--- src/hdl/mft_defines.svh ---
`ifndef MFT_DEFINES_SVH
`define MFT_DEFINES_SVH
// Timer register index, low nibble of the timer bus address
`define MFT_R_COUNT 4'h0
`define MFT_R_CCA 4'h1
`define MFT_R_CCB 4'h2
`define MFT_R_CCC 4'h3
`define MFT_R_CCD 4'h4
`define MFT_R_CTRL 4'h5
`define MFT_R_IOC 4'h6
`define MFT_R_STAT 4'h7
`define MFT_R_MODE 4'h8
// Channel control bits
`define MFT_C_RUN 0
`define MFT_C_CLRA 1
`define MFT_C_CAPA 2
`define MFT_C_BUFC 3
`define MFT_C_BUFD 4
`define MFT_C_DOWN 5
`define MFT_C_CASC 6
`define MFT_C_CAPSRC 7
`define MFT_C_CAPB 8
`define MFT_CTRL_W 9
// I/O control bits
`define MFT_IO_LVLA 0
`define MFT_IO_LVLC 1
`define MFT_IO_INITA 2
`define MFT_IO_INITC 3
// Status bits
`define MFT_S_FLAGA 0
`define MFT_S_OVF 1
`define MFT_S_UNF 2
// Reset values
`define MFT_CTRL_RST 9'h000
`define MFT_IOC_RST 4'h0
`define MFT_CC_RST 16'hFFFF
// Controller register byte offsets on AHB-Lite
`define MFT_H_ADDR 8'h00
`define MFT_H_WDATA 8'h04
`define MFT_H_GO 8'h08
`define MFT_H_RDATA 8'h0C
`define MFT_H_PIN 8'h10
// Pin config fields: timer select, port level, port enable
`define MFT_P_SEL 0
`define MFT_P_LVL 8
`define MFT_P_OE 16
`endif

--- src/hdl/mft_pkg.sv ---
package mft_pkg;
  // Operating mode of one channel
  typedef enum logic [1:0] {MFT_NORMAL, MFT_PWM1, MFT_PWM2, MFT_PHASE} mft_mode_e;
  // Controller bus cycle states
  typedef enum logic [1:0] {MFT_IDLE, MFT_T1, MFT_T2, MFT_DONE} mft_bus_e;
  typedef logic [15:0] mft_word_t;
endpackage

--- src/hdl/mft_if.sv ---
`timescale 1ns/1ps
`default_nettype none
interface mft_if (
  input wire logic hclk,   // Common clock
  input wire logic hresetn // Async reset, active low
);
  import mft_pkg::*;
  logic t1;           // First state of a bus cycle
  logic t2;           // Second state, write data valid
  logic wr;           // Cycle is a write
  logic [5:0] addr;   // Channel and register index
  mft_word_t wdata;   // Write data
  mft_word_t rdata;   // Read data, valid after T2
  logic [2:0] tpin_a; // Timer level of pin A per channel
  logic [2:0] tpin_c; // Timer level of pin C per channel
  modport dev (input t1, t2, wr, addr, wdata, output rdata, tpin_a, tpin_c);
  modport cpu (output t1, t2, wr, addr, wdata, input rdata, tpin_a, tpin_c);
endinterface
`default_nettype wire

--- src/hdl/mft_flag.sv ---
`timescale 1ns/1ps
`default_nettype none
module mft_flag (
  input wire logic hclk,    // Clock
  input wire logic hresetn, // Async reset, active low
  input wire logic set,     // Event pulse
  input wire logic rd,      // Status read strobe
  input wire logic wr0,     // Status write with this bit 0
  input wire logic dma_clr, // Automatic clear by DMA trigger
  output logic flag         // Sticky flag
);
  logic armed; // Flag was read as 1 since last write of 0

  // Remember the read value so a write of 0 clears only after a read of 1; dma_clr clears without a read
  always_ff @(posedge hclk or negedge hresetn) begin
    if (!hresetn) begin
      armed <= 1'b0;
    end else if (rd) begin
      armed <= flag;
    end else if (wr0) begin
      armed <= 1'b0;
    end
  end

  // Event set wins over any clear in the same cycle
  always_ff @(posedge hclk or negedge hresetn) begin
    if (!hresetn) begin
      flag <= 1'b0;
    end else if (set) begin
      flag <= 1'b1;
    end else if ((wr0 && armed) || dma_clr) begin
      flag <= 1'b0;
    end
  end
endmodule
`default_nettype wire

--- src/hdl/mft_timer.sv ---
// Notes on behaviour
// Clear on match gives period N plus one
// Clear beats counter write in T2
// Counter write in T2 beats increment
// Buffer transfer still done; channel 0 new data
// Capture in read T1 returns fresh value
// Capture beats capture register write in T2
// Capture buffer shift beats buffer write
// Compare write stored, match still issued
// Cascade: channel 2 write suppresses channel 1 count
// Cascade contention keeps matches and captures alive
// Software keeps cascade clear settings consistent
// Clear with overflow/underflow sets no flag
// Write during wrapping count sets no flag
// PWM1 pairs A/B on pin A, C/D on C
// PWM1 with C/D buffer freezes pin C
// Channel 0 with only D buffer keeps pin C
// Software buffers both C and D on channel 0
// Normal, PWM1, PWM2 everywhere; phase on 1, 2
// Pins low on reset and standby
// Software sets levels before pin selection
// Software cuts output via port on error
// Flag clears by read 1 then write 0
// One winner per register per clock state
`include "mft_defines.svh"
`timescale 1ns/1ps
`default_nettype none
module mft_timer
  import mft_pkg::*;
(
  input wire logic hclk,          // Clock
  input wire logic hresetn,       // Async reset, active low
  mft_if.dev bus,                 // CPU-side timer bus and pins
  input wire logic [2:0] cap_pin, // Capture input pins, async
  input wire logic [2:0] dma_clr, // DMA trigger clears flag A
  input wire logic standby        // Standby request, same clock
);
  mft_word_t cnt [3];         // Counters
  mft_word_t ra [3];          // Compare/capture A
  mft_word_t rb [3];          // Compare/capture B
  mft_word_t rc [3];          // Compare/capture C, buffer of A
  mft_word_t rd [3];          // Compare/capture D, buffer of B
  logic [`MFT_CTRL_W-1:0] ctl [3]; // Control
  logic [3:0] ioc [3];        // I/O control
  mft_mode_e mode [3];        // Operating mode
  logic [2:0] req;            // Count request before suppression
  logic [2:0] ovf;            // Overflow event
  logic [2:0] unf;            // Underflow event
  logic [2:0] ev_a;           // A match or capture
  logic [2:0] cnt_wr;         // Counter write in T2
  logic [8:0] flg;            // Status flags, three per channel
  logic [2:0] pa_reg;         // Pin A level
  logic [2:0] pc_reg;         // Pin C level
  mft_word_t rdata_reg;       // Read data
  logic [2:0] cs1, cs2, cs3;  // Capture pin synchroniser and edge

  // Address match for one channel register
  function automatic logic hit(input logic [5:0] a, input logic [1:0] ch,
                               input logic [3:0] r);
    hit = (a == {ch, r});
  endfunction

  assign bus.tpin_a = pa_reg;
  assign bus.tpin_c = pc_reg;
  assign bus.rdata = rdata_reg;

  // Two-flop synchroniser then edge stage for capture pins
  always_ff @(posedge hclk or negedge hresetn) begin
    if (!hresetn) begin
      cs1 <= 3'h0;
      cs2 <= 3'h0;
      cs3 <= 3'h0;
    end else begin
      cs1 <= cap_pin;
      cs2 <= cs1;
      cs3 <= cs2;
    end
  end

  genvar i, j;
  generate
    for (i = 0; i < 3; i++) begin : g_ch
      localparam logic [1:0] CH = 2'(i);
      logic wr2, w_a, w_b, w_c, w_d, w_io, rd_st, w_st;
      logic up, inc, cap_a, mt_a, mt_b, mt_c, mt_d, clr, blk_c, casc;
      logic [2:0] setv;
      assign wr2 = bus.t2 && bus.wr;
      assign cnt_wr[i] = wr2 && hit(bus.addr, CH, `MFT_R_COUNT);
      assign w_a = wr2 && hit(bus.addr, CH, `MFT_R_CCA);
      assign w_b = wr2 && hit(bus.addr, CH, `MFT_R_CCB);
      assign w_c = wr2 && hit(bus.addr, CH, `MFT_R_CCC);
      assign w_d = wr2 && hit(bus.addr, CH, `MFT_R_CCD);
      assign w_io = wr2 && hit(bus.addr, CH, `MFT_R_IOC);
      assign w_st = wr2 && hit(bus.addr, CH, `MFT_R_STAT);
      assign rd_st = bus.t2 && !bus.wr && hit(bus.addr, CH, `MFT_R_STAT);
      // Cascade only on channel 1, fed by channel 2 wrap
      assign casc = (i == 1) && ctl[i][`MFT_C_CASC];
      assign req[i] = ctl[i][`MFT_C_RUN] &&
                      (casc ? (ovf[2] || unf[2]) : 1'b1);
      // Count suppressed when channel 2 is written in contention
      assign inc = req[i] && !(casc && cnt_wr[2]);
      // Down counting only in phase mode on channels 1 and 2
      assign up = !(mode[i] == MFT_PHASE && ctl[i][`MFT_C_DOWN]);
      // Channel 0 may capture on the channel 1 count clock
      assign cap_a = ctl[i][`MFT_C_CAPA] &&
                     (((i == 0) && ctl[i][`MFT_C_CAPSRC]) ? req[1] :
                      (cs2[i] && !cs3[i]));
      // Matches use the request, so cascade contention keeps them
      assign mt_a = req[i] && !ctl[i][`MFT_C_CAPA] && cnt[i] == ra[i];
      assign mt_b = req[i] && cnt[i] == rb[i];
      assign mt_c = req[i] && cnt[i] == rc[i];
      assign mt_d = req[i] && cnt[i] == rd[i];
      assign ev_a[i] = mt_a || cap_a;
      assign clr = ctl[i][`MFT_C_CLRA] && ev_a[i];
      assign ovf[i] = inc && up && cnt[i] == 16'hFFFF;
      assign unf[i] = inc && !up && cnt[i] == 16'h0000;
      // Pin C frozen by buffering in PWM1, except D-only on channel 0
      assign blk_c = mode[i] == MFT_PWM1 && (ctl[i][`MFT_C_BUFC] ||
                     (ctl[i][`MFT_C_BUFD] && i != 0));
      // Overflow and underflow flags lost when the counter is cleared or written
      assign setv = {unf[i] && !clr && !cnt_wr[i],
                     ovf[i] && !clr && !cnt_wr[i],
                     ev_a[i]};

      // Counter: clear, then write, then count
      always_ff @(posedge hclk or negedge hresetn) begin
        if (!hresetn) begin
          cnt[i] <= 16'h0000;
        end else if (clr) begin
          cnt[i] <= 16'h0000;
        end else if (cnt_wr[i]) begin
          cnt[i] <= bus.wdata;
        end else if (inc) begin
          cnt[i] <= up ? cnt[i] + 16'h0001 : cnt[i] - 16'h0001;
        end
      end

      // Register A: capture, then buffer transfer, then write
      always_ff @(posedge hclk or negedge hresetn) begin
        if (!hresetn) begin
          ra[i] <= `MFT_CC_RST;
        end else if (cap_a) begin
          ra[i] <= cnt[i];
        end else if (ctl[i][`MFT_C_BUFC] && mt_a) begin
          ra[i] <= (i == 0 && w_c) ? bus.wdata : rc[i];
        end else if (w_a) begin
          ra[i] <= bus.wdata;
        end
      end

      // Register C: capture shift beats a CPU write
      always_ff @(posedge hclk or negedge hresetn) begin
        if (!hresetn) begin
          rc[i] <= `MFT_CC_RST;
        end else if (cap_a && ctl[i][`MFT_C_BUFC]) begin
          rc[i] <= ra[i];
        end else if (w_c) begin
          rc[i] <= bus.wdata;
        end
      end

      // Register B: channel 1 capture on channel 0 A event
      always_ff @(posedge hclk or negedge hresetn) begin
        if (!hresetn) begin
          rb[i] <= `MFT_CC_RST;
        end else if (i == 1 && ctl[i][`MFT_C_CAPB] && ev_a[0]) begin
          rb[i] <= cnt[i];
        end else if (ctl[i][`MFT_C_BUFD] && mt_b) begin
          rb[i] <= rd[i];
        end else if (w_b) begin
          rb[i] <= bus.wdata;
        end
      end

      // Register D, control, I/O control and mode writes
      always_ff @(posedge hclk or negedge hresetn) begin
        if (!hresetn) begin
          rd[i] <= `MFT_CC_RST;
          ctl[i] <= `MFT_CTRL_RST;
          ioc[i] <= `MFT_IOC_RST;
          mode[i] <= MFT_NORMAL;
        end else begin
          if (w_d) begin
            rd[i] <= bus.wdata;
          end
          if (wr2 && hit(bus.addr, CH, `MFT_R_CTRL)) begin
            ctl[i] <= bus.wdata[`MFT_CTRL_W-1:0];
          end
          if (w_io) begin
            ioc[i] <= bus.wdata[3:0];
          end
          if (wr2 && hit(bus.addr, CH, `MFT_R_MODE)) begin
            // Phase counting refused on channel 0
            mode[i] <= (i == 0 && bus.wdata[1:0] == MFT_PHASE) ?
                       MFT_NORMAL : mft_mode_e'(bus.wdata[1:0]);
          end
        end
      end

      // Pin A: init on I/O write, A sets except in PWM2, B resets in PWM1
      always_ff @(posedge hclk or negedge hresetn) begin
        if (!hresetn) begin
          pa_reg[i] <= 1'b0;
        end else if (standby) begin
          pa_reg[i] <= 1'b0;
        end else if (w_io) begin
          pa_reg[i] <= bus.wdata[`MFT_IO_INITA];
        end else if (mode[i] == MFT_PWM1 && mt_b) begin
          pa_reg[i] <= !ioc[i][`MFT_IO_LVLA];
        end else if (mt_a && mode[i] != MFT_PWM2) begin
          pa_reg[i] <= ioc[i][`MFT_IO_LVLA];
        end
      end

      // Pin C: same pairing with C and D, unless frozen
      always_ff @(posedge hclk or negedge hresetn) begin
        if (!hresetn) begin
          pc_reg[i] <= 1'b0;
        end else if (standby) begin
          pc_reg[i] <= 1'b0;
        end else if (blk_c) begin
          pc_reg[i] <= pc_reg[i];
        end else if (w_io) begin
          pc_reg[i] <= bus.wdata[`MFT_IO_INITC];
        end else if (mode[i] == MFT_PWM1 && mt_d) begin
          pc_reg[i] <= !ioc[i][`MFT_IO_LVLC];
        end else if (mt_c) begin
          pc_reg[i] <= ioc[i][`MFT_IO_LVLC];
        end
      end

      // Status flags of this channel
      for (j = 0; j < 3; j++) begin : g_flag
        mft_flag u_flag (
          .hclk(hclk),
          .hresetn(hresetn),
          .set(setv[j]),
          .rd(rd_st),
          .wr0(w_st && !bus.wdata[j]),
          .dma_clr(dma_clr[i] && j == 0),
          .flag(flg[i*3+j])
        );
      end
    end
  endgenerate

  // Read data latched in T2, after any capture taken in T1
  always_ff @(posedge hclk or negedge hresetn) begin
    if (!hresetn) begin
      rdata_reg <= 16'h0000;
    end else if (bus.t2 && !bus.wr) begin
      rdata_reg <= 16'h0000;
      for (int k = 0; k < 3; k++) begin
        if (bus.addr[5:4] == k[1:0]) begin
          case (bus.addr[3:0])
            `MFT_R_COUNT: rdata_reg <= cnt[k];
            `MFT_R_CCA: rdata_reg <= ra[k];
            `MFT_R_CCB: rdata_reg <= rb[k];
            `MFT_R_CCC: rdata_reg <= rc[k];
            `MFT_R_CCD: rdata_reg <= rd[k];
            `MFT_R_CTRL: rdata_reg <= {7'h00, ctl[k]};
            `MFT_R_IOC: rdata_reg <= {12'h000, ioc[k]};
            `MFT_R_STAT: rdata_reg <= {13'h0000, flg[k*3 +: 3]};
            `MFT_R_MODE: rdata_reg <= {14'h0000, mode[k]};
            default: rdata_reg <= 16'h0000;
          endcase
        end
      end
    end
  end
endmodule
`default_nettype wire

--- src/flat_wrapper.sv ---
// flat-port wrapper written by rule: the top's interface ports become plain ports
module mft_timer_flat import mft_pkg::*;
  (hclk, hresetn, cap_pin, dma_clr, standby, bus_t1, bus_t2, bus_wr, bus_addr, bus_wdata, bus_rdata, bus_tpin_a, bus_tpin_c);
  mft_if bus_i (.hclk(hclk), .hresetn(hresetn));
  input wire logic hclk;
  input wire logic hresetn;
  input wire logic [2:0] cap_pin;
  input wire logic [2:0] dma_clr;
  input wire logic standby;
  input wire logic [$bits(bus_i.t1)-1:0] bus_t1;
  input wire logic [$bits(bus_i.t2)-1:0] bus_t2;
  input wire logic [$bits(bus_i.wr)-1:0] bus_wr;
  input wire logic [$bits(bus_i.addr)-1:0] bus_addr;
  input wire logic [$bits(bus_i.wdata)-1:0] bus_wdata;
  output wire logic [$bits(bus_i.rdata)-1:0] bus_rdata;
  output wire logic [$bits(bus_i.tpin_a)-1:0] bus_tpin_a;
  output wire logic [$bits(bus_i.tpin_c)-1:0] bus_tpin_c;
  assign bus_i.t1 = bus_t1;
  assign bus_i.t2 = bus_t2;
  assign bus_i.wr = bus_wr;
  assign bus_i.addr = bus_addr;
  assign bus_i.wdata = bus_wdata;
  assign bus_rdata = bus_i.rdata;
  assign bus_tpin_a = bus_i.tpin_a;
  assign bus_tpin_c = bus_i.tpin_c;
  mft_timer u_core (.hclk(hclk), .hresetn(hresetn), .bus(bus_i), .cap_pin(cap_pin), .dma_clr(dma_clr), .standby(standby));
endmodule
--- config.mk ---
export PLATFORM = sky130hd
export DESIGN_NAME = mft_timer_flat
export DESIGN_NICKNAME = d
export VERILOG_FILES = /design/src/hdl/mft_pkg.sv /design/src/hdl/mft_if.sv /design/src/hdl/mft_flag.sv /design/src/hdl/mft_timer.sv /design/src/flat_wrapper.sv
export VERILOG_INCLUDE_DIRS = /design/src /design/src/hdl
export SDC_FILE = /design/constraint.sdc
export NUM_CORES = 1
export LEC_CHECK = 0
export BUFFER_PORTS_ARGS = -buffer_cell sky130_fd_sc_hd__buf_2
export CAP_MARGIN = 25
export CORE_UTILIZATION = 45
export DETAILED_ROUTE_END_ITERATION = 10
export PLACE_DENSITY = 0.6
export SYNTH_ARGS = -nofsm -noshare
export SYNTH_HDL_FRONTEND = slang
export SYNTH_SLANG_ARGS = --single-unit
export TNS_END_PERCENT = 50
--- constraint.sdc ---
create_clock -name hclk -period 9.9 [get_ports hclk]
set_input_delay 0.99 -clock hclk [delete_from_list [all_inputs] [get_ports hclk]]
set_output_delay 0.99 -clock hclk [all_outputs]
set_load 0.02 [all_outputs]
==> qor.yml <==
drt:
  vias_per_cell: 6.41
  drc: 0
  drt_first_iter_violations: 2398
  vias: 19200
  drt-total-wl_um: 77700
  wl_per_cell_um: 25.9
  ant_nets: 0
  drt-pass1-iter-count: 8
synthesis:
  synth_top_flop_cell: "dfstp_2"
  syn_nets: 2440
  synth_top_cell_area_share_pct: 22.5
  synth_area_um2: 22400
  yosys.area.top_type: "dfstp_2"
  synth_cells: 2361
  synth_cell_types: 85
  ys_warn_count: 0
  synth.most_common_cell: "nand2_1"
  ys_seq_elements: 334
  ys_seq_area_share_pct: 38.4
  avgSynthCellArea_um2: 9.48
  async_reset_ff_share_pct: 100
  synthTopCellsByArea: "dfstp_2, dfrtp_1, mux2_2"
  synth_edf_count: 0
  synthTopCellsByCount: "nand2_1, dfstp_2, nor2_1"
finish:
  multi_input_area_um2: 12800
  seq_area_um2: 8600
  stdcell_count: 3002
  fin_nets: 2381
  area_growth_pct: 9.17
  drive_gt1_share_pct: 23.2
  n_fill_cell: 4595
  stdcell_area_um2: 24400
timing:
  slew-limit-headroom_pct: 25.8
  fin_skew_ps: 35.5
  setup_tns_ps: 0
  min_period_ps: 3910
  max_freq_ghz: 0.256
  hold_viol_final: 0
  worst_pin_slew_ps: 1110
  finalMaxSlewViolations: 0
  final-setup-viol-count: 0
  min_period_over_period_pct: 39.5
  rsz0062_at_grt: "false"
die:
  die_h_um: 225
  start_util_pct: 45.6
  core_um2: 49100
  row_count: 81
  ios: 56
  fp.dieW_um: 225
  dieArea_um2: 50600
flow_run:
  cap_violations: 0
clock_tree:
  cts_root_buffer: "clkbuf_16"
  cts.clk_slew.worst_paths_ps: 60
  clock_latency_ps: 580
  cts_max_level: 2
  cts_hold_buf: 0
  cts_max_path_buffers: 3
  cts_tree: "yes"
  post_cts_buffers: 0
  cts_made_buffers: 40
  cts.sinks: 334
  cts.repair.resized: 0
setup_path:
  crit_arrival_ps: 4330
  end_kind: "register"
  worst-path-max-fanout: 30
  crit_type: "in -> reg"
  cp_data_required_time_ps: 10320
  crit_path_start_kind: "input port"
placed_design:
  place_area_um2: 23000
  port-buffer-count: 54
  place_inst: 2919
  hpwl_um: 52400
  gp_congestion: 0.938
global_routing:
  grt_max_degree: 159
  grt_pass1_wl_um: 118000
  overflow: 0
  grt_pass1_vias: 18500
  antenna_found_initial: 7
  grt.total_usage_pct: 30.8
min_path:
  hold_class: "reg -> reg"
power:
  p_switching_mw: 2.11
  p_sw_share_pct: 38.8
  totalPowerFinal_mw: 5.43
  cellLeakagePower_nw: 9.80
  seqPwrFrac_pct: 43.0
  p_comb_share_pct: 29.3
  power.density_nw_per_um2: 222
  ir_drop_uv: 159
  p_int_mw: 3.32
  clkPwrFrac_pct: 27.6
outcome:
  status: "completed"
==> kinds of logic after synthesis <==
kind of cell	Yosys count	synth area share, %
compound gates	572	17.9
xor+xnor	231	9.04
fa+ha+maj	45	2.62
simple gates	671	14.5
buf+inv	239	4.63
flops	334	38.4
mux	269	12.9
==> power by group through the flow <==
stage                     combinational (mW)  sequential, mW  clock [mW]
after floorplan                         1.44            1.93           0
after global placement                  1.53            2.32           0
after detailed placement                1.56            2.33           0
after CTS                               1.57            2.31        1.52
after global routing                    1.75            2.36        1.57
final                                   1.59            2.34        1.50
==> layout make-up <==
class	count	area share, %
multi-input cells	1788	52.4
flip-flops and latches	334	35.2
clock buffers	53	4.63
well taps	664	3.40
repair buffers	99	2.96
clock inverters	21	0.753
inverters	39	0.599
diodes	4	0.0410
==> worst max-delay path: stages <==
cell and delay (ps):
buf_2 340, nand4b_1 380, or2_1 790, nand4_1 190
o211a_1 510, nor2_1 290, nand2_1 230, o41ai_1 610
==> routing by layer <==
metal	vias up	global-route usage [%]	part of all wire, %
li1	8548	-	-
met5	-	0	0.017
met4	2	14.1	4.6
met1	9560	42.0	43
met3	197	5.96	8.0
met2	928	47.0	44
==> through the flow <==
stage          hold slack [ps]  setup slack, ps  util [%]
4_1_cts                    349             6090      49.6
3_5_place_dp               336             5520      46.9
3_3_place_gp               338             5520      46.8
2_1_floorplan              331             6740         -
5_1_grt                    352             5750      49.8
6_report                   348             5990      49.8
==> cell usage in the layout, fill, tap and decap left out, types with 43 or more instances in the layout <==
cell	count
dfstp_2	192
nor2_1	185
a22oi_1	61
a21oi_1	107
xor2_1	116
xnor2_1	115
dfrtp_1	142
nand2_1	212
a211oi_1	47
buf_2	53
nand4_1	43
mux2i_1	122
nor3_1	46
o21ai_0	116
mux2_2	147
==> final timing paths <==
| kind | start | endpoint | slack [ps] | depth (start not counted) |
|---|---|---|---|---|
| min reg2reg | u_core.cs1[2] | u_core.cs2[2] | 350 | 0 |
| min in group asynchronous | hresetn | u_core.cs2[2] | 440 | 1 |
| max | bus_addr[5] | u_core.g_ch[1].g_flag[1].u_flag.flag | 5990 | 8 |
| max in group asynchronous | hresetn | u_core.ctl[14] | 7920 | 2 |
| max reg2reg | u_core.mode[4] | u_core.cnt[44] | 6140 | 9 |
| min | u_core.cs1[2] | u_core.cs2[2] | 350 | 0 |
No activity file was read; power rests on OpenSTA's default activity.
